### config.mk
export PLATFORM = sky130hd
export DESIGN_NAME = motor_stop_contact
export DESIGN_NICKNAME = d
export VERILOG_FILES = /design/src/motor_ctrl_pkg.sv /design/src/sec_tick_if.sv /design/src/sec_divider.sv /design/src/motor_stop_contact.sv
export VERILOG_INCLUDE_DIRS = /design/src
export SDC_FILE = /design/constraint.sdc
export NUM_CORES = 1
export LEC_CHECK = 0
export BUFFER_PORTS_ARGS = -buffer_cell sky130_fd_sc_hd__buf_2
export CORE_MARGIN = 4
export CORE_UTILIZATION = 50
export DETAILED_ROUTE_END_ITERATION = 8
export PLACE_DENSITY = 0.81
export SLEW_MARGIN = 20
export SYNTH_ARGS = -nofsm -noshare
export SYNTH_HDL_FRONTEND = slang
export SYNTH_SLANG_ARGS = --single-unit
### constraint.sdc
create_clock -name i_clk -period 3.2 [get_ports i_clk]
set_clock_uncertainty 0.2 [all_clocks]
set_input_delay 0.48 -clock i_clk [delete_from_list [all_inputs] [get_ports i_clk]]
set_output_delay 0.48 -clock i_clk [all_outputs]
set_load 0.02 [all_outputs]
### src/motor_ctrl_regs.svh
// offsets, field positions, reset values and timing counts of the stop and contact-hold block
`ifndef MOTOR_CTRL_REGS_SVH
`define MOTOR_CTRL_REGS_SVH
// register word offsets (byte address = 4 x offset)
`define OFF_STOP_METHOD 4'h0
`define OFF_LOW_SPEED 4'h1
`define OFF_STALL 4'h2
`define OFF_CONTACT 4'h3
`define OFF_CARRIER 4'h4
`define OFF_MODE 4'h5
`define OFF_STATUS 4'h6
// mode register field positions
`define MODE_PANEL_BIT 0
`define MODE_COMBINED_BIT 1
`define MODE_PROCESS_BIT 2
`define MODE_REMOTE_BIT 3
`define MODE_AUTO_ACC_BIT 4
`define MODE_VECTOR_BIT 5
// reset values
`define RST_STOP_METHOD 14'd9999
`define RST_LOW_SPEED 9'd10
`define RST_STALL2 14'd9999
`define RST_STALL1 8'd150
`define RST_EXCITE 14'd9999
`define RST_CARRIER2 14'd9999
`define RST_CARRIER1 4'h1
`define RST_START_FREQ 9'd1
// stop method codes and limits
`define SM_RAMP 14'd9999
`define SM_RAMP_DIR 14'd8888
`define SM_COAST_MAX 14'd100
`define SM_DIR_BASE 14'd1000
`define SM_DIR_MAX 14'd1100
`define NO_SETTING 14'd9999
`define CONTACT_FREQ_MAX 9'd30
`define CONTACT_CARRIER_FREQ 9'd3
// timing: one second at 10 MHz
`define CLK_HZ 10000000
`define SECOND_CYCLES (`CLK_HZ / 1)
`endif

### src/motor_ctrl_pkg.sv
// types shared by the stop and contact-hold block
package motor_ctrl_pkg;
    typedef enum logic [1:0] {ST_IDLE, ST_RUN, ST_RAMP, ST_COAST_WAIT} drive_state_e;
    typedef logic [13:0] setting_t;
endpackage

### src/sec_tick_if.sv
// carrier between the control core and its one-second divider
`timescale 1ns/10ps
interface sec_tick_if;
    logic clear;
    logic tick;
    modport owner (output clear, input tick);
    modport divider (input clear, output tick);
endinterface

### src/sec_divider.sv
// one-second enable pulse divider, restartable
`timescale 1ns/10ps
`include "motor_ctrl_regs.svh"
module sec_divider #(
    parameter int unsigned CYCLES = `SECOND_CYCLES
) (
    // clock and reset
    input wire logic i_clk,
    input wire logic i_rst_n,
    // tick carrier
    sec_tick_if.divider tick_bus
);
    logic [31:0] count_reg;
    // count up, pulse at the end; clear lets a countdown start on a whole second
    always_ff @(posedge i_clk or negedge i_rst_n) begin
        if (!i_rst_n) begin
            count_reg <= 32'h0;
            tick_bus.tick <= 1'b0;
        end else if (tick_bus.clear || count_reg == CYCLES - 1) begin
            count_reg <= 32'h0;
            tick_bus.tick <= !tick_bus.clear;
        end else begin
            count_reg <= count_reg + 32'h1;
            tick_bus.tick <= 1'b0;
        end
    end
endmodule

### src/motor_stop_contact.sv
// stop method and contact-hold control core with Avalon-MM registers
// ============================================================
`timescale 1ns/10ps
`include "motor_ctrl_regs.svh"
module motor_stop_contact #(
    parameter int unsigned SECOND_CYCLES = `SECOND_CYCLES
) (
    // clock and reset
    input wire logic i_clk,
    input wire logic i_rst_n,
    // avalon-mm slave
    input wire logic [3:0] i_avs_address,
    input wire logic i_avs_read,
    input wire logic i_avs_write,
    input wire logic [31:0] i_avs_writedata,
    output logic [31:0] o_avs_readdata,
    output logic o_avs_waitrequest,
    // run inputs
    input wire logic i_forward_or_start_input,
    input wire logic i_reverse_or_direction_input,
    input wire logic i_low_speed_select_input,
    input wire logic i_second_function_select_input,
    input wire logic i_inching_mode_input,
    // special stop requests
    input wire logic i_power_fail_stop,
    input wire logic i_panel_stop,
    input wire logic i_comm_error_stop,
    input wire logic i_network_emergency_stop,
    // ramp feedback: motor reached zero during deceleration
    input wire logic i_ramp_done,
    // drive outputs
    output logic o_output_enable,
    output logic o_running,
    output logic o_reverse,
    output logic o_ramp_down,
    output logic o_restart_from_start,
    output logic o_contact_hold,
    output logic [8:0] o_freq_command,
    output logic [13:0] o_stall_level,
    output logic [13:0] o_excitation_factor,
    output logic o_excitation_valid,
    output logic [3:0] o_carrier_setting
);
    import motor_ctrl_pkg::*;

    // ============================================================
    // registers
    setting_t stop_method_reg;
    logic [8:0] low_speed_reg;
    logic [8:0] normal_freq_reg;
    setting_t stall2_reg;
    logic [7:0] stall1_reg;
    logic contact_select_reg;
    setting_t excite_reg;
    setting_t carrier2_reg;
    logic [3:0] carrier1_reg;
    logic [8:0] start_freq_reg;
    logic [5:0] mode_reg;
    drive_state_e state_reg;
    logic [6:0] delay_reg;
    logic coasting_reg;
    logic low_seen_reg;
    logic second_seen_reg;
    sec_tick_if tick_bus ();

    sec_divider #(.CYCLES(SECOND_CYCLES)) u_div (
        .i_clk(i_clk),
        .i_rst_n(i_rst_n),
        .tick_bus(tick_bus)
    );

    // decode of the stop method, used once by the start decode
    function automatic logic is_dir_mode(input setting_t sm);
        return (sm == `SM_RAMP_DIR) || (sm >= `SM_DIR_BASE && sm <= `SM_DIR_MAX);
    endfunction

    // ============================================================
    // bus slave: one wait cycle, so every access answers on the second edge
    // waitrequest is a flop of its own, so no gate sits between it and the bus
    always_ff @(posedge i_clk or negedge i_rst_n) begin
        if (!i_rst_n) begin
            o_avs_waitrequest <= 1'b1;
        end else begin
            o_avs_waitrequest <= !((i_avs_read || i_avs_write) && o_avs_waitrequest);
        end
    end
    wire wr_go = i_avs_write && !o_avs_waitrequest;

    // software writes; the mode register also carries start frequency, the low-speed register normal speed
    always_ff @(posedge i_clk or negedge i_rst_n) begin
        if (!i_rst_n) begin
            stop_method_reg <= `RST_STOP_METHOD;
            low_speed_reg <= `RST_LOW_SPEED;
            stall2_reg <= `RST_STALL2;
            stall1_reg <= `RST_STALL1;
            contact_select_reg <= 1'b0;
            excite_reg <= `RST_EXCITE;
            carrier2_reg <= `RST_CARRIER2;
            carrier1_reg <= `RST_CARRIER1;
            start_freq_reg <= `RST_START_FREQ;
            normal_freq_reg <= 9'h000;
            mode_reg <= 6'h00;
        end else if (wr_go) begin
            case (i_avs_address)
                `OFF_STOP_METHOD: stop_method_reg <= i_avs_writedata[13:0];
                `OFF_LOW_SPEED: begin
                    low_speed_reg <= i_avs_writedata[8:0];
                    normal_freq_reg <= i_avs_writedata[24:16];
                end
                `OFF_STALL: begin
                    stall2_reg <= i_avs_writedata[13:0];
                    stall1_reg <= i_avs_writedata[23:16];
                end
                `OFF_CONTACT: begin
                    contact_select_reg <= i_avs_writedata[16];
                    excite_reg <= i_avs_writedata[13:0];
                end
                `OFF_CARRIER: begin
                    carrier2_reg <= i_avs_writedata[13:0];
                    carrier1_reg <= i_avs_writedata[19:16];
                end
                `OFF_MODE: begin
                    mode_reg <= i_avs_writedata[5:0];
                    start_freq_reg <= i_avs_writedata[24:16];
                end
                default: begin
                end
            endcase
        end
    end

    // readback; unmapped addresses read zero
    always_ff @(posedge i_clk or negedge i_rst_n) begin
        if (!i_rst_n) begin
            o_avs_readdata <= 32'h0;
        end else begin
            case (i_avs_address)
                `OFF_STOP_METHOD: o_avs_readdata <= {18'h0, stop_method_reg};
                `OFF_LOW_SPEED: o_avs_readdata <= {7'h0, normal_freq_reg, 7'h0, low_speed_reg};
                `OFF_STALL: o_avs_readdata <= {8'h0, stall1_reg, 2'h0, stall2_reg};
                `OFF_CONTACT: o_avs_readdata <= {15'h0, contact_select_reg, 2'h0, excite_reg};
                `OFF_CARRIER: o_avs_readdata <= {12'h0, carrier1_reg, 2'h0, carrier2_reg};
                `OFF_MODE: o_avs_readdata <= {7'h0, start_freq_reg, 10'h0, mode_reg};
                `OFF_STATUS: o_avs_readdata <= {24'h0, 1'b0, delay_reg};
                default: o_avs_readdata <= 32'h0;
            endcase
            if (i_avs_address == `OFF_STATUS) begin
                o_avs_readdata[31:24] <= {3'h0, o_contact_hold, coasting_reg, o_running,
                    state_reg};
            end
        end
    end

    // ============================================================
    // start decode
    wire dir_mode = is_dir_mode(stop_method_reg);
    wire start_cmd = dir_mode ? i_forward_or_start_input
        : (i_forward_or_start_input ^ i_reverse_or_direction_input);
    wire want_reverse = dir_mode ? i_reverse_or_direction_input
        : i_reverse_or_direction_input;
    wire special_stop = i_power_fail_stop || i_panel_stop || i_comm_error_stop
        || i_network_emergency_stop;
    wire ramp_method = (stop_method_reg == `SM_RAMP) || (stop_method_reg == `SM_RAMP_DIR)
        || special_stop;
    wire coast_ok = stop_method_reg <= `SM_COAST_MAX
        || (stop_method_reg >= `SM_DIR_BASE && stop_method_reg <= `SM_DIR_MAX);
    wire [13:0] delay_full = (stop_method_reg >= `SM_DIR_BASE)
        ? stop_method_reg - `SM_DIR_BASE : stop_method_reg;
    assign tick_bus.clear = (state_reg == ST_RUN) && !start_cmd;

    // stop sequencing; special stops force the ramp path
    always_ff @(posedge i_clk or negedge i_rst_n) begin
        if (!i_rst_n) begin
            state_reg <= ST_IDLE;
            delay_reg <= 7'h00;
        end else begin
            case (state_reg)
                ST_IDLE: if (start_cmd && !special_stop) state_reg <= ST_RUN;
                ST_RUN: begin
                    if (!start_cmd || special_stop) begin
                        if (ramp_method || !coast_ok) begin
                            state_reg <= ST_RAMP;
                        end else if (delay_full == 14'h0) begin
                            state_reg <= ST_IDLE;
                        end else begin
                            state_reg <= ST_COAST_WAIT;
                            delay_reg <= delay_full[6:0];
                        end
                    end
                end
                ST_RAMP: begin
                    if (start_cmd && !special_stop) state_reg <= ST_RUN;
                    else if (i_ramp_done) state_reg <= ST_IDLE;
                end
                ST_COAST_WAIT: begin
                    if (special_stop) begin
                        state_reg <= ST_RAMP;
                    end else if (start_cmd) begin
                        state_reg <= ST_RUN;
                    end else if (tick_bus.tick) begin
                        if (delay_reg == 7'h1) state_reg <= ST_IDLE;
                        delay_reg <= delay_reg - 7'h1;
                    end
                end
                default: state_reg <= ST_IDLE;
            endcase
        end
    end

    // coast tracking: set at shutoff, cleared by the restart it causes
    always_ff @(posedge i_clk or negedge i_rst_n) begin
        if (!i_rst_n) begin
            coasting_reg <= 1'b0;
            o_restart_from_start <= 1'b0;
        end else begin
            o_restart_from_start <= 1'b0;
            if (state_reg == ST_IDLE && start_cmd && !special_stop && coasting_reg) begin
                o_restart_from_start <= 1'b1;
                coasting_reg <= 1'b0;
            end else if (state_reg != ST_IDLE && state_reg != ST_RAMP) begin
                coasting_reg <= coasting_reg;
            end
            if (state_reg == ST_RUN && (!start_cmd) && !ramp_method && coast_ok
                && delay_full == 14'h0) begin
                coasting_reg <= 1'b1;
            end
            if (state_reg == ST_COAST_WAIT && !special_stop && !start_cmd && tick_bus.tick
                && delay_reg == 7'h1) begin
                coasting_reg <= 1'b1;
            end
        end
    end

    // ============================================================
    // contact hold gate: both selects must be high in the same cycle, in either order of arrival
    wire contact_blocked = mode_reg[`MODE_PANEL_BIT] || i_inching_mode_input
        || mode_reg[`MODE_COMBINED_BIT] || mode_reg[`MODE_PROCESS_BIT]
        || mode_reg[`MODE_REMOTE_BIT] || mode_reg[`MODE_AUTO_ACC_BIT];
    wire contact_on = contact_select_reg && !contact_blocked
        && i_low_speed_select_input && i_second_function_select_input;
    wire [8:0] contact_freq = (low_speed_reg > `CONTACT_FREQ_MAX)
        ? `CONTACT_FREQ_MAX : low_speed_reg;
    wire [8:0] run_freq = contact_on ? contact_freq : normal_freq_reg;

    // drive outputs, all registered
    always_ff @(posedge i_clk or negedge i_rst_n) begin
        if (!i_rst_n) begin
            o_output_enable <= 1'b0;
            o_running <= 1'b0;
            o_reverse <= 1'b0;
            o_ramp_down <= 1'b0;
            o_contact_hold <= 1'b0;
            o_freq_command <= 9'h000;
        end else begin
            // output stays on while waiting for the coast delay
            o_output_enable <= state_reg != ST_IDLE;
            o_running <= state_reg != ST_IDLE;
            if (state_reg == ST_RUN) o_reverse <= want_reverse;
            o_ramp_down <= state_reg == ST_RAMP;
            o_contact_hold <= contact_on;
            o_freq_command <= (o_restart_from_start) ? start_freq_reg : run_freq;
        end
    end

    // contact-hold tuning outputs
    always_ff @(posedge i_clk or negedge i_rst_n) begin
        if (!i_rst_n) begin
            o_stall_level <= 14'h0;
            o_excitation_factor <= 14'h0;
            o_excitation_valid <= 1'b0;
            o_carrier_setting <= `RST_CARRIER1;
        end else begin
            o_stall_level <= (contact_on && stall2_reg != `NO_SETTING)
                ? stall2_reg : {6'h0, stall1_reg};
            o_excitation_valid <= contact_on && mode_reg[`MODE_VECTOR_BIT]
                && excite_reg != `NO_SETTING;
            o_excitation_factor <= excite_reg == `NO_SETTING ? 14'h0 : excite_reg;
            o_carrier_setting <= (contact_on && carrier2_reg != `NO_SETTING
                && run_freq <= `CONTACT_CARRIER_FREQ)
                ? carrier2_reg[3:0] : carrier1_reg;
        end
    end
endmodule

==> out/metrics.cfg, run 1 <==
[run_status]
status = complete, no violations

[route]
drcViolationCount = 0
wire_per_inst_um = 19.65
wl_met1_mm = 10.04
ant_nets = 0
vias_per_cell = 5.820
via_count = 7130
top_layer = met5
drt_iter0_markers = 751
wirelength_mm = 24.07
wl_met2_mm = 11.54
wl_met3_mm = 2.053
drt_pass1_iterations = 8

[setup_path]
r2r-end = delay_reg[1]
critPathBufInv = 0
crit_arrival_ns = 3.03
cp_slowest_stage_delay_ns = 0.58
cp.required_ns = 3.44
cp_cell_sequence = or4_4 -> a31oi_4 -> nor3_2 -> o2111a_2 -> o21ai_4 -> and2_1 -> mux2i_1
start_kind = flop
path_max_fanout = 8
reg2reg_slack_ns = 0.40
end_kind = flop
r2r_cells = 7
criticalPathCategory = reg -> reg
crit_family = simple AND/OR/NAND/NOR gates
crit_slowest_cell = or4_4
r2r-start = stop_method_reg[11]

[timing]
rsz0062_at_grt = false
worst_pin_slew_ns = 1.043
setup_viol = 0
slew_headroom = 0.3020
fin_crit_ns = 2.797
drv_slew = 0
hold_ws_ns = 0.02550
finalSetupTns_ns = 0
hold_viol_final = 0
fmax_mhz = 357.5
worst_slack_ns = 0.4031
period_share = 0.8740

[place]
io_buffers = 116
place_congestion = 0.8525
dp_slack_ns = 0.4414
hpwl_mm = 16.49

[logic_synthesis]
synth-compound-area-share = 0.08361
synth_area_um2 = 9772
yosysWarnings = 0
synthMuxAreaShare = 0.1356
yosysSeqAreaShare = 0.5688
ys.flop_type = dfrtp_1
synth.distinct_cells = 65
synth_top_family_by_area = simple AND/OR/NAND/NOR gates
synth-async-reset-ratio = 1.000
synth.avg_cell_area_um2 = 11.72
yosys.area_share.simple = 0.1430
synth-xor-area-share = 0.03047
ys_ff_latch = 220
synth_edf_count = 0
synthCells = 834
synth_fa_ha_area_frac = 0.005122

[power_and_ir_drop]
p_leak_nw = 5.398
cellPowerDensity_nw_per_um2 = 677.4
peakVddDrop_uv = 391.4

[flow_run]
timing.max_cap.violations = 0

[floorplanning]
die_h_um = 147.8
rows = 50
io_pins = 131
start_util = 0.5155
coreArea_um2 = 18960
die_area_um2 = 21840
die_w_um = 147.8

[grt]
antenna_found_initial = 2
grt_pass1_vias = 7014
grt_usage = 0.2155
overflow = 0
grt_max_degree = 71
grt_first_pass_wirelength_mm = 37.92

[cells_and_area]
drive_gt1_frac = 0.3554
n_antenna_cell = 0
fin_util = 0.6013
syn2layout_area_growth_pct = 16.63
largest_reg_flops = 32
layout.nets = 1002
num-fill-cells = 1451

[min_path]
whs_path_depth = 2
hold_path.class = in -> reg
hold_start = i_avs_writedata[22]
holdPathEnd = normal_freq_reg[6]

[clocking]
postCtsSetupBuffers = 0
root_buffer = clkbuf_16
cts_buffer_depth = 3
h-tree-depth = 1
cts.sinks = 220
cts_made_buffers = 23
cts_tree = built
cts.clk_slew.worst_paths_ns = 0.06
insertion_delay_ns = 0.52

==> cells in the mapped netlist, drive strengths merged, types with 6 or more instances <==
cell type,n,share of area
dfrtp,178,0.46
mux2,115,0.13
nand2,71,0.027
nor2,59,0.023
dfstp,42,0.11
a22oi,39,0.030
nand3,37,0.019
clkbuf,35,0.013
xor2,23,0.021
inv,22,0.0085
nor3,21,0.012
and2,19,0.012
buf,18,0.011
nand4,17,0.011
o21ai,15,0.0088
xnor2,11,0.0099
nor4,9,0.0064
a21oi,8,0.0041
a222oi,7,0.0072
and3,6,0.0038
nor4b,6,0.0054
o31ai,6,0.0046
==> power breakdown <==
part	internal (mW)	switching (mW)	leakage (nW)
registers	3.37	0.504	2.79
logic	0.619	0.724	2.26
clock network	1.39	1.12	0.352
total	5.38	2.34	5.40
==> stage by stage <==
| stage | std cells | power, mW | area, um2 |
|---|---|---|---|
| finish | 1225 | 7.721 | 11400 |
| floorplan | 838 | 4.696 | 9787 |
| global placement | 1180 | 5.169 | 10660 |
| global route | 1225 | 8.067 | 11400 |
| detailed placement | 1180 | 5.235 | 10660 |
| CTS | 1225 | 7.753 | 11400 |
==> area by class of cell <==
| class | instances | area [um2] | area share |
|---|---|---|---|
| clock buffer | 29 | 618.1 | 0.05423 |
| clock inverter | 13 | 88.84 | 0.007794 |
| multi-input combinational | 543 | 3936 | 0.3454 |
| timing repair buffer | 138 | 788.3 | 0.06916 |
| tap | 260 | 325.3 | 0.02854 |
| inverter | 22 | 82.58 | 0.007246 |
| sequential | 220 | 5558 | 0.4876 |
==> timing repair <==
action,4_1_cts,5_1_grt
gates resized for setup,0,0
hold buffers,3,0
hold endpoints to repair,60,0
==> placed cells by master (no fill, tap or decap), types with 3 or more instances in the layout <==
master / count
nor3_1: 17
clkbuf_16: 23
nand2_1: 71
clkbuf_1: 4
nand4_1: 17
clkinv_2: 9
nor4_1: 7
or3_1: 3
nor2b_1: 5
mux2_2: 115
o2111ai_1: 3
dfrtp_1: 178
a21oi_1: 8
dfstp_2: 42
nor2_1: 59
a222oi_1: 7
buf_2: 115
and4_1: 3
o31ai_1: 6
o22ai_1: 3
a21o_1: 4
a31oi_1: 4
o21ai_0: 14
nor4bb_1: 5
xnor2_1: 11
xor2_1: 23
nor3_2: 4
conb_1: 5
a22oi_1: 39
mux2i_1: 3
and2_1: 19
buf_4: 17
ha_1: 4
inv_1: 22
nor4b_1: 6
dlygate4sd3_1: 3
nand3_1: 37
and3_1: 6
nand2b_1: 4
==> worst max path at each step <==
stage,from,to,slack (ns),cells after the start
final,stop_method_reg[11],delay_reg[1],0.40,7
after detailed placement,stop_method_reg[11],delay_reg[1],0.44,7
after floorplan,stop_method_reg[3],delay_reg[5],0.53,11
after global placement,stop_method_reg[11],delay_reg[1],0.47,7
after global routing,stop_method_reg[11],delay_reg[1],0.29,7
after CTS,stop_method_reg[11],delay_reg[1],0.41,7
==> cell families after synthesis <==
logic type / after synthesis
and+or+nand+nor: 274
muxes: 118
xor gates and xnor gates: 34
adders and majority gates: 4
DFF: 220
AOI/OAI and AO/OA: 108
buffers and inverters: 75
other: 1
==> routing by layer <==
metal,track usage,vias to the layer above
met5,0,-
met4,0.05266,4
met3,0.04384,40
met2,0.3492,319
met1,0.3011,3564
li1,-,3203
==> worst register-to-register path, delay by kind of cell, from the launching register on <==
kind            cells  cell delay [ns]
simple gates        3             1.01
compound gates      3             0.80
flops               1             0.47
mux                 1             0.22
(Power assumes the default switching activity.)
==> run 2, diff against run 1 <==
--- a/config.mk
+++ b/config.mk
@@ -10,6 +10,7 @@
 export CORE_MARGIN = 4
 export CORE_UTILIZATION = 50
 export DETAILED_ROUTE_END_ITERATION = 8
+export MAX_ROUTING_LAYER = met4
 export PLACE_DENSITY = 0.81
 export SLEW_MARGIN = 20
 export SYNTH_ARGS = -nofsm -noshare
==> run 2 against run 1 <==
Against the previous run: total power hardly changed; clock-buffer cell count stayed put; worst setup slack better by 0.011 ns; critical path depth stayed put; register-to-register slack hardly changed; via count is 0.28% lower; core utilization hardly changed; non-clock buffer count stayed put; critical path type unchanged; largest cell class unchanged; highest routed layer is now met4.
==> out/metrics.cfg, run 2 (synthesis results as in run 1) <==
[cells_and_area]
fin_area_um2 = 11400  ; about the same
drive_gt1_frac = 0.3554  ; unchanged
layout.nets = 1002  ; unchanged
syn2layout_area_growth_pct = 16.68  ; was 16.63%
fin_util = 0.6015  ; was 0.6013
fin_cells = 1227  ; was 1225
final_cell_mix = 178 x dfrtp_1, 115 x mux2_2, 115 x buf_2  ; unchanged
final_common_cell = dfrtp_1  ; unchanged
largest_reg_flops = 32  ; unchanged

[min_path]
holdPathEnd = normal_freq_reg[6]  ; unchanged
whs_path_depth = 2  ; unchanged
hold_path.class = in -> reg  ; unchanged
hold_start = i_avs_writedata[22]  ; unchanged

[power_and_ir_drop]
peakVddDrop_uv = 390.1  ; was 391.4 uV
p_leak_nw = 5.398  ; about the same
cellPowerDensity_nw_per_um2 = 676.7  ; was 677.4 nW/um2

[run_status]
status = complete, no violations  ; unchanged

[timing]
fin_crit_ns = 2.786  ; was 2.797 ns
finalSetupTns_ns = 0  ; unchanged
slew_headroom = 0.2990  ; was 0.3020
fmax_mhz = 358.9  ; was 357.5 MHz
drv_slew = 0  ; unchanged
rsz0062_at_grt = false  ; unchanged
worst_slack_ns = 0.4139  ; was 0.4031 ns
worst_pin_slew_ns = 1.048  ; was 1.043 ns
setup_viol = 0  ; unchanged
period_share = 0.8706  ; was 0.8740
hold_viol_final = 0  ; unchanged

[clocking]
cts_made_buffers = 23  ; unchanged
h-tree-depth = 1  ; unchanged
root_buffer = clkbuf_16  ; unchanged
cts.sinks = 220  ; unchanged
cts_resized = 0  ; unchanged
cts_tree = built  ; unchanged
insertion_delay_ns = 0.52  ; about the same
cts.clk_slew.worst_paths_ns = 0.06  ; about the same
cts_buffer_depth = 3  ; unchanged

[route]
ant_nets = 0  ; unchanged
drt_pass1_iterations = 5  ; was 8
wirelength_mm = 23.95  ; was 24.07 mm
vias_per_cell = 5.795  ; was 5.820
via_count = 7110  ; was 7130
wire_per_inst_um = 19.52  ; was 19.65 um
drcViolationCount = 0  ; unchanged
drt_iter0_markers = 814  ; was 751

[grt]
grt_usage = 0.2216  ; was 0.2155
antenna_found_initial = 2  ; unchanged
grt_pass1_vias = 7009  ; was 7014
overflow = 0  ; unchanged
grt_first_pass_wirelength_mm = 37.89  ; was 37.92 mm
grt_max_degree = 71  ; unchanged

[setup_path]
path_max_fanout = 8  ; unchanged
cp.required_ns = 3.44  ; about the same
crit_arrival_ns = 3.02  ; was 3.03 ns
reg2reg_slack_ns = 0.41  ; was 0.40 ns
criticalPathCategory = reg -> reg  ; unchanged
crit_slowest_cell = or4_4  ; unchanged
start_kind = flop  ; unchanged
r2r_cells = 7  ; unchanged
crit_family = simple AND/OR/NAND/NOR gates  ; unchanged
r2r-start = stop_method_reg[11]  ; unchanged
cp_slowest_stage_delay_ns = 0.58  ; about the same
critPathBufInv = 0  ; unchanged
r2r-end = delay_reg[1]  ; unchanged
end_kind = flop  ; unchanged
cp_cell_sequence = or4_4 -> a31oi_4 -> nor3_2 -> o2111a_2 -> o21ai_4 -> and2_1 -> mux2i_1  ; unchanged

[place]
hpwl_mm = 16.49  ; unchanged
io_buffers = 116  ; unchanged
dp_slack_ns = 0.4414  ; unchanged
post_dp_cell_area_um2 = 10660  ; unchanged
place_congestion = 0.8660  ; was 0.8525
dp_cells = 1180  ; unchanged

[floorplanning]
coreArea_um2 = 18960  ; unchanged
start_util = 0.5155  ; unchanged
die_area_um2 = 21840  ; unchanged
io_pins = 131  ; unchanged
die_h_um = 147.8  ; unchanged
die_w_um = 147.8  ; unchanged
rows = 50  ; unchanged

[flow_run]
timing.max_cap.violations = 0  ; unchanged

run 2: cell count changes in the layout (fill, tap and decap cells not counted), sizes merged:
cell	change
diode	+2
run 2: stage by stage:
step | power (mW) | hold slack [ns]
floorplan | 4.696 | -0.01559
global placement | 5.169 | 0.2170
detailed placement | 5.235 | 0.2199
CTS | 7.753 | 0.007061
global route | 8.066 | 0.01744
finish | 7.716 | 0.02763
run 2: timing repair:
item / 4_1_cts / 5_1_grt
hold endpoints to repair: 60 / 0
setup buffers: 0 / 0
hold buffers: 3 / 0
endpoints found under the setup margin: 0 / 0
run 2: where the power goes:
group / total (mW) / switching, mW / internal [mW]
registers: 3.87 / 0.503 / 3.37
logic: 1.34 / 0.722 / 0.619
clock network: 2.50 / 1.12 / 1.39
run 2: how the worst max path moves through the flow:
stage,cells past startpoint,endpoint,start
detailed placement,7,delay_reg[1],stop_method_reg[11]
global route,7,delay_reg[1],stop_method_reg[11]
global placement,7,delay_reg[1],stop_method_reg[11]
floorplan,11,delay_reg[5],stop_method_reg[3]
CTS,7,delay_reg[1],stop_method_reg[11]
finish,7,delay_reg[1],stop_method_reg[11]
run 2: layout make-up:
class	count	area (um2)
antenna	2	5.005
clock buffer	29	618.1
clock inverter	13	88.84
fill	1450	7553
inverter	22	82.58
multi-input combinational	543	3936
sequential	220	5558
tap	260	325.3
timing repair buffer	138	788.3
run 2: layer usage:
layer,GRT usage,up-vias,routed length [um]
met4,0.05266,0,534
li1,-,3201,-
met1,0.3009,3534,10080
met2,0.3489,322,11280
met5,-,-,0
met3,0.04292,53,2063
==> run 3, diff against run 2 <==
--- a/config.mk
+++ b/config.mk
@@ -6,6 +6,7 @@
 export SDC_FILE = /design/constraint.sdc
 export NUM_CORES = 1
 export LEC_CHECK = 0
+export ABC_AREA = 1
 export BUFFER_PORTS_ARGS = -buffer_cell sky130_fd_sc_hd__buf_2
 export CORE_MARGIN = 4
 export CORE_UTILIZATION = 50
==> run 3 against run 2 <==
Against the previous run: total power grew 11%; sequential share of layout area shrank 2.2 points; combinational power grew 40%; register-to-register slack gained 0.22 ns; worst setup slack gained 0.22 ns; sequential cell count is the same; sequential power shrank 2%; wire length grew 14%.
==> out/metrics.cfg, run 3 <==
[route]
wire_per_inst_um = 17.06  ; was 19.52 um
via_count = 8760  ; was 7110
ant_nets = 0  ; unchanged
vias_per_cell = 5.478  ; was 5.795
wirelength_mm = 27.27  ; was 23.95 mm
drt_pass1_iterations = 7  ; was 5
drt_iter0_markers = 860  ; was 814
drcViolationCount = 0  ; unchanged

[logic_synthesis]
synth-compound-area-share = 0.1069  ; was 0.08361
yosys.area_share.simple = 0.2444  ; was 0.1430
synth_top_family_by_area = simple AND/OR/NAND/NOR gates  ; unchanged
synth.most_common_cell = nand2_1  ; was dfrtp_1
synth-async-reset-ratio = 1.000  ; unchanged
yosysTopAreaCell = dfrtp_1  ; unchanged
yosysWarnings = 0  ; unchanged
synth-xor-area-share = 0.02234  ; was 0.03047
synth_edf_count = 0  ; unchanged
ys.flop_type = dfrtp_1  ; unchanged
synth.top_cells.by_area = dfrtp_1 44%, nand2_1 11%, dfstp_2 11%, o21ai_0 6.4%, inv_1 4.8%  ; was dfrtp_1 46%, mux2_2 13%, dfstp_2 11%, a22oi_1 3.0%, nand2_1 2.7%
yosysSeqAreaShare = 0.5452  ; was 0.5688
synthMuxAreaShare = 0.001105  ; was 0.1356
synth_fa_ha_area_frac = 0.004910  ; was 0.005122
ys_top_cells_by_count = 303 x nand2_1, 178 x dfrtp_1, 130 x inv_1, 130 x o21ai_0, 120 x nor2_1  ; was 178 x dfrtp_1, 115 x mux2_2, 71 x nand2_1
ys_ff_latch = 220  ; unchanged
synth_area_um2 = 10190  ; was 9772 um2
synth_top_area_frac = 0.4370  ; was 0.4558
synth.distinct_cells = 48  ; was 65
synth.avg_cell_area_um2 = 8.516  ; was 11.72 um2
synthCells = 1197  ; was 834

[setup_path]
end_kind = flop  ; unchanged
crit_family = simple AND/OR/NAND/NOR gates  ; unchanged
cp_cell_sequence = clkinv_1 -> nand2_1 -> nor2_1 -> nand3_1 -> nand2_1 -> nand2_1 -> nand2_2 -> nand2_1 -> nand2_2 -> nand2_2 -> nand2_1 -> nand2_2 -> nor3_1  ; was or4_4 -> a31oi_4 -> nor3_2 -> o2111a_2 -> o21ai_4 -> and2_1 -> mux2i_1
cp.required_ns = 3.37  ; was 3.44 ns
cp_slowest_stage_delay_ns = 0.64  ; was 0.58 ns
criticalPathCategory = reg -> reg  ; unchanged
crit_arrival_ns = 2.73  ; was 3.02 ns
path_max_fanout = 32  ; was 8
crit_slowest_cell = dfstp_2  ; was or4_4
start_kind = flop  ; unchanged
critPathBufInv = 1  ; was 0
path_common_cell = nand2_1

[grt]
grt_usage = 0.2502  ; was 0.2216
top_usage_layer = met2  ; unchanged
grt_use_met3 = 0.03262  ; was 0.04292
grt_first_pass_wirelength_mm = 44.22  ; was 37.89 mm
grt_pass1_vias = 8564  ; was 7009
grt_max_degree = 93  ; was 71
gr-usage-met2 = 0.3865  ; was 0.3489
overflow = 0  ; unchanged
grt_use_met1 = 0.3511  ; was 0.3009
antenna_found_initial = 1  ; was 2

[power_and_ir_drop]
p_leak_nw = 5.844  ; was 5.398 nW
p_int_mw = 5.748  ; was 5.376 mW
seq_power_share = 0.444  ; was 0.502
peakVddDrop_uv = 396.9  ; was 390.1 uV
combPwrFrac = 0.220  ; was 0.174
cellPowerDensity_nw_per_um2 = 716.1  ; was 676.7 nW/um2
p_sw_frac = 0.3278  ; was 0.3033
power.total_mw = 8.551  ; was 7.716 mW
net-switching-power_mw = 2.803  ; was 2.340 mW
pwr-share-clk = 0.336  ; was 0.324

[cells_and_area]
final_common_cell = nand2_1  ; was dfrtp_1
syn2layout_area_growth_pct = 17.15  ; was 16.68%
final_cell_mix = 303 x nand2_1, 178 x dfrtp_1, 130 x inv_1, 130 x o21ai_0, 120 x nor2_1  ; was 178 x dfrtp_1, 115 x mux2_2, 115 x buf_2
layout.nets = 1369  ; was 1002
largest_reg_flops = 32  ; unchanged
fin_area_um2 = 11940  ; was 11400 um2
fin_cells = 1599  ; was 1227
drive_gt1_frac = 0.1928  ; was 0.3554
fin_util = 0.6037  ; was 0.6015

[floorplanning]
die_area_um2 = 22740  ; was 21840 um2
die_w_um = 150.8  ; was 147.8 um
die_h_um = 150.8  ; was 147.8 um
coreArea_um2 = 19780  ; was 18960 um2
io_pins = 131  ; unchanged
start_util = 0.5153  ; was 0.5155
rows = 51  ; was 50

[clocking]
cts_buffer_depth = 3  ; unchanged
h-tree-depth = 1  ; unchanged
cts_made_buffers = 24  ; was 23
postCtsSetupBuffers = 0  ; unchanged
cts_resized = 0  ; unchanged
cts.sinks = 220  ; unchanged
root_buffer = clkbuf_16  ; unchanged
insertion_delay_ns = 0.52  ; about the same
cts.clk_slew.worst_paths_ns = 0.06  ; about the same
cts_tree = built  ; unchanged

[timing]
drv_slew = 0  ; unchanged
slew_headroom = 0.4099  ; was 0.2990
hold_ws_ns = 0.02490  ; was 0.02763 ns
worst_slack_ns = 0.6328  ; was 0.4139 ns
hold_viol_final = 0  ; unchanged
finalSetupTns_ns = 0  ; unchanged
rsz0062_at_grt = false  ; unchanged
period_share = 0.8023  ; was 0.8706
setup_viol = 0  ; unchanged
fmax_mhz = 389.5  ; was 358.9 MHz
fin_crit_ns = 2.567  ; was 2.786 ns
worst_pin_slew_ns = 0.8830  ; was 1.048 ns

[place]
post_dp_cell_area_um2 = 11080  ; was 10660 um2
dp_slack_ns = 0.4837  ; was 0.4414 ns
io_buffers = 116  ; unchanged
hpwl_mm = 19.63  ; was 16.49 mm
dp_cells = 1551  ; was 1180
place_congestion = 0.9320  ; was 0.8660

[flow_run]
timing.max_cap.violations = 0  ; unchanged

[min_path]
hold_path.class = in -> reg  ; unchanged

[run_status]
status = complete, no violations  ; unchanged

## run 3: changes by cell type after synthesis, moves of 11 or more
cell	previous run	this run
a22oi_1	39	0
and2_1	19	0
inv_1	22	130
mux2_2	115	1
nand2_1	71	303
nand2_2	0	11
nand3_1	37	52
nor2_1	59	120
o21ai_0	14	130
## run 3: logic make-up after synthesis
kind of cell | Yosys count
AO/OA/AOI/OAI | 189
XOR/XNOR | 26
adder cells (fa/ha/maj) | 4
buffers and inverters | 188
flip-flops | 220
multiplexers | 1
other | 1
AND/OR/NAND/NOR | 568
## run 3: path summary, 6_finish.rpt
path / slack (ns) / from / to / cells after the start
max in group asynchronous: 1.61 / i_rst_n / stop_method_reg[13] / 3
min in group asynchronous: 0.38 / i_rst_n / o_freq_command[6] / 2
worst max register to register: 0.63 / stop_method_reg[8] / u_div.count_reg[19] / 13
worst min register to register: 0.25 / excite_reg[7] / o_excitation_factor[7] / 0
worst max-delay path: 0.63 / stop_method_reg[8] / u_div.count_reg[19] / 13
worst min-delay path: 0.02 / i_avs_writedata[20] / stall1_reg[4] / 3
## run 3: per-layer routing
metal / part of all wire / vias up / wire length, um
met5: 0 / - / 0
met4: 0.029 / 0 / 799
met3: 0.082 / 79 / 2224
met2: 0.46 / 404 / 12640
met1: 0.43 / 4159 / 11610
li1: - / 4118 / -
## run 3: layout make-up
cell class / count / area (um2)
tap: 265 / 331.6
fill: 1697 / 7840
clock inverter: 10 / 133.9
inverter: 138 / 519.2
clock buffer: 34 / 699.4
timing repair buffer: 138 / 800.8
antenna: 1 / 2.502
multi-input combinational: 793 / 3896
sequential: 220 / 5558
## run 3: power groups by stage
stage / clock network, mW / registers (mW) / logic [mW]
4_1_cts: 2.90 / 3.78 / 1.88
2_1_floorplan: 0 / 3.84 / 1.19
3_3_place_gp: 0 / 3.80 / 1.81
5_1_grt: 3.03 / 3.84 / 2.13
3_5_place_dp: 0 / 3.81 / 1.86
6_report: 2.88 / 3.80 / 1.88
## run 3: worst min-delay path, cell delays in order
cell,delay [ns]
buf_2,0.09
inv_1,0.07
o21ai_0,0.09
## run 3: timing repair
item,CTS,global route
hold endpoints to repair,70,0
endpoints found under the setup margin,0,0
hold buffers,3,0
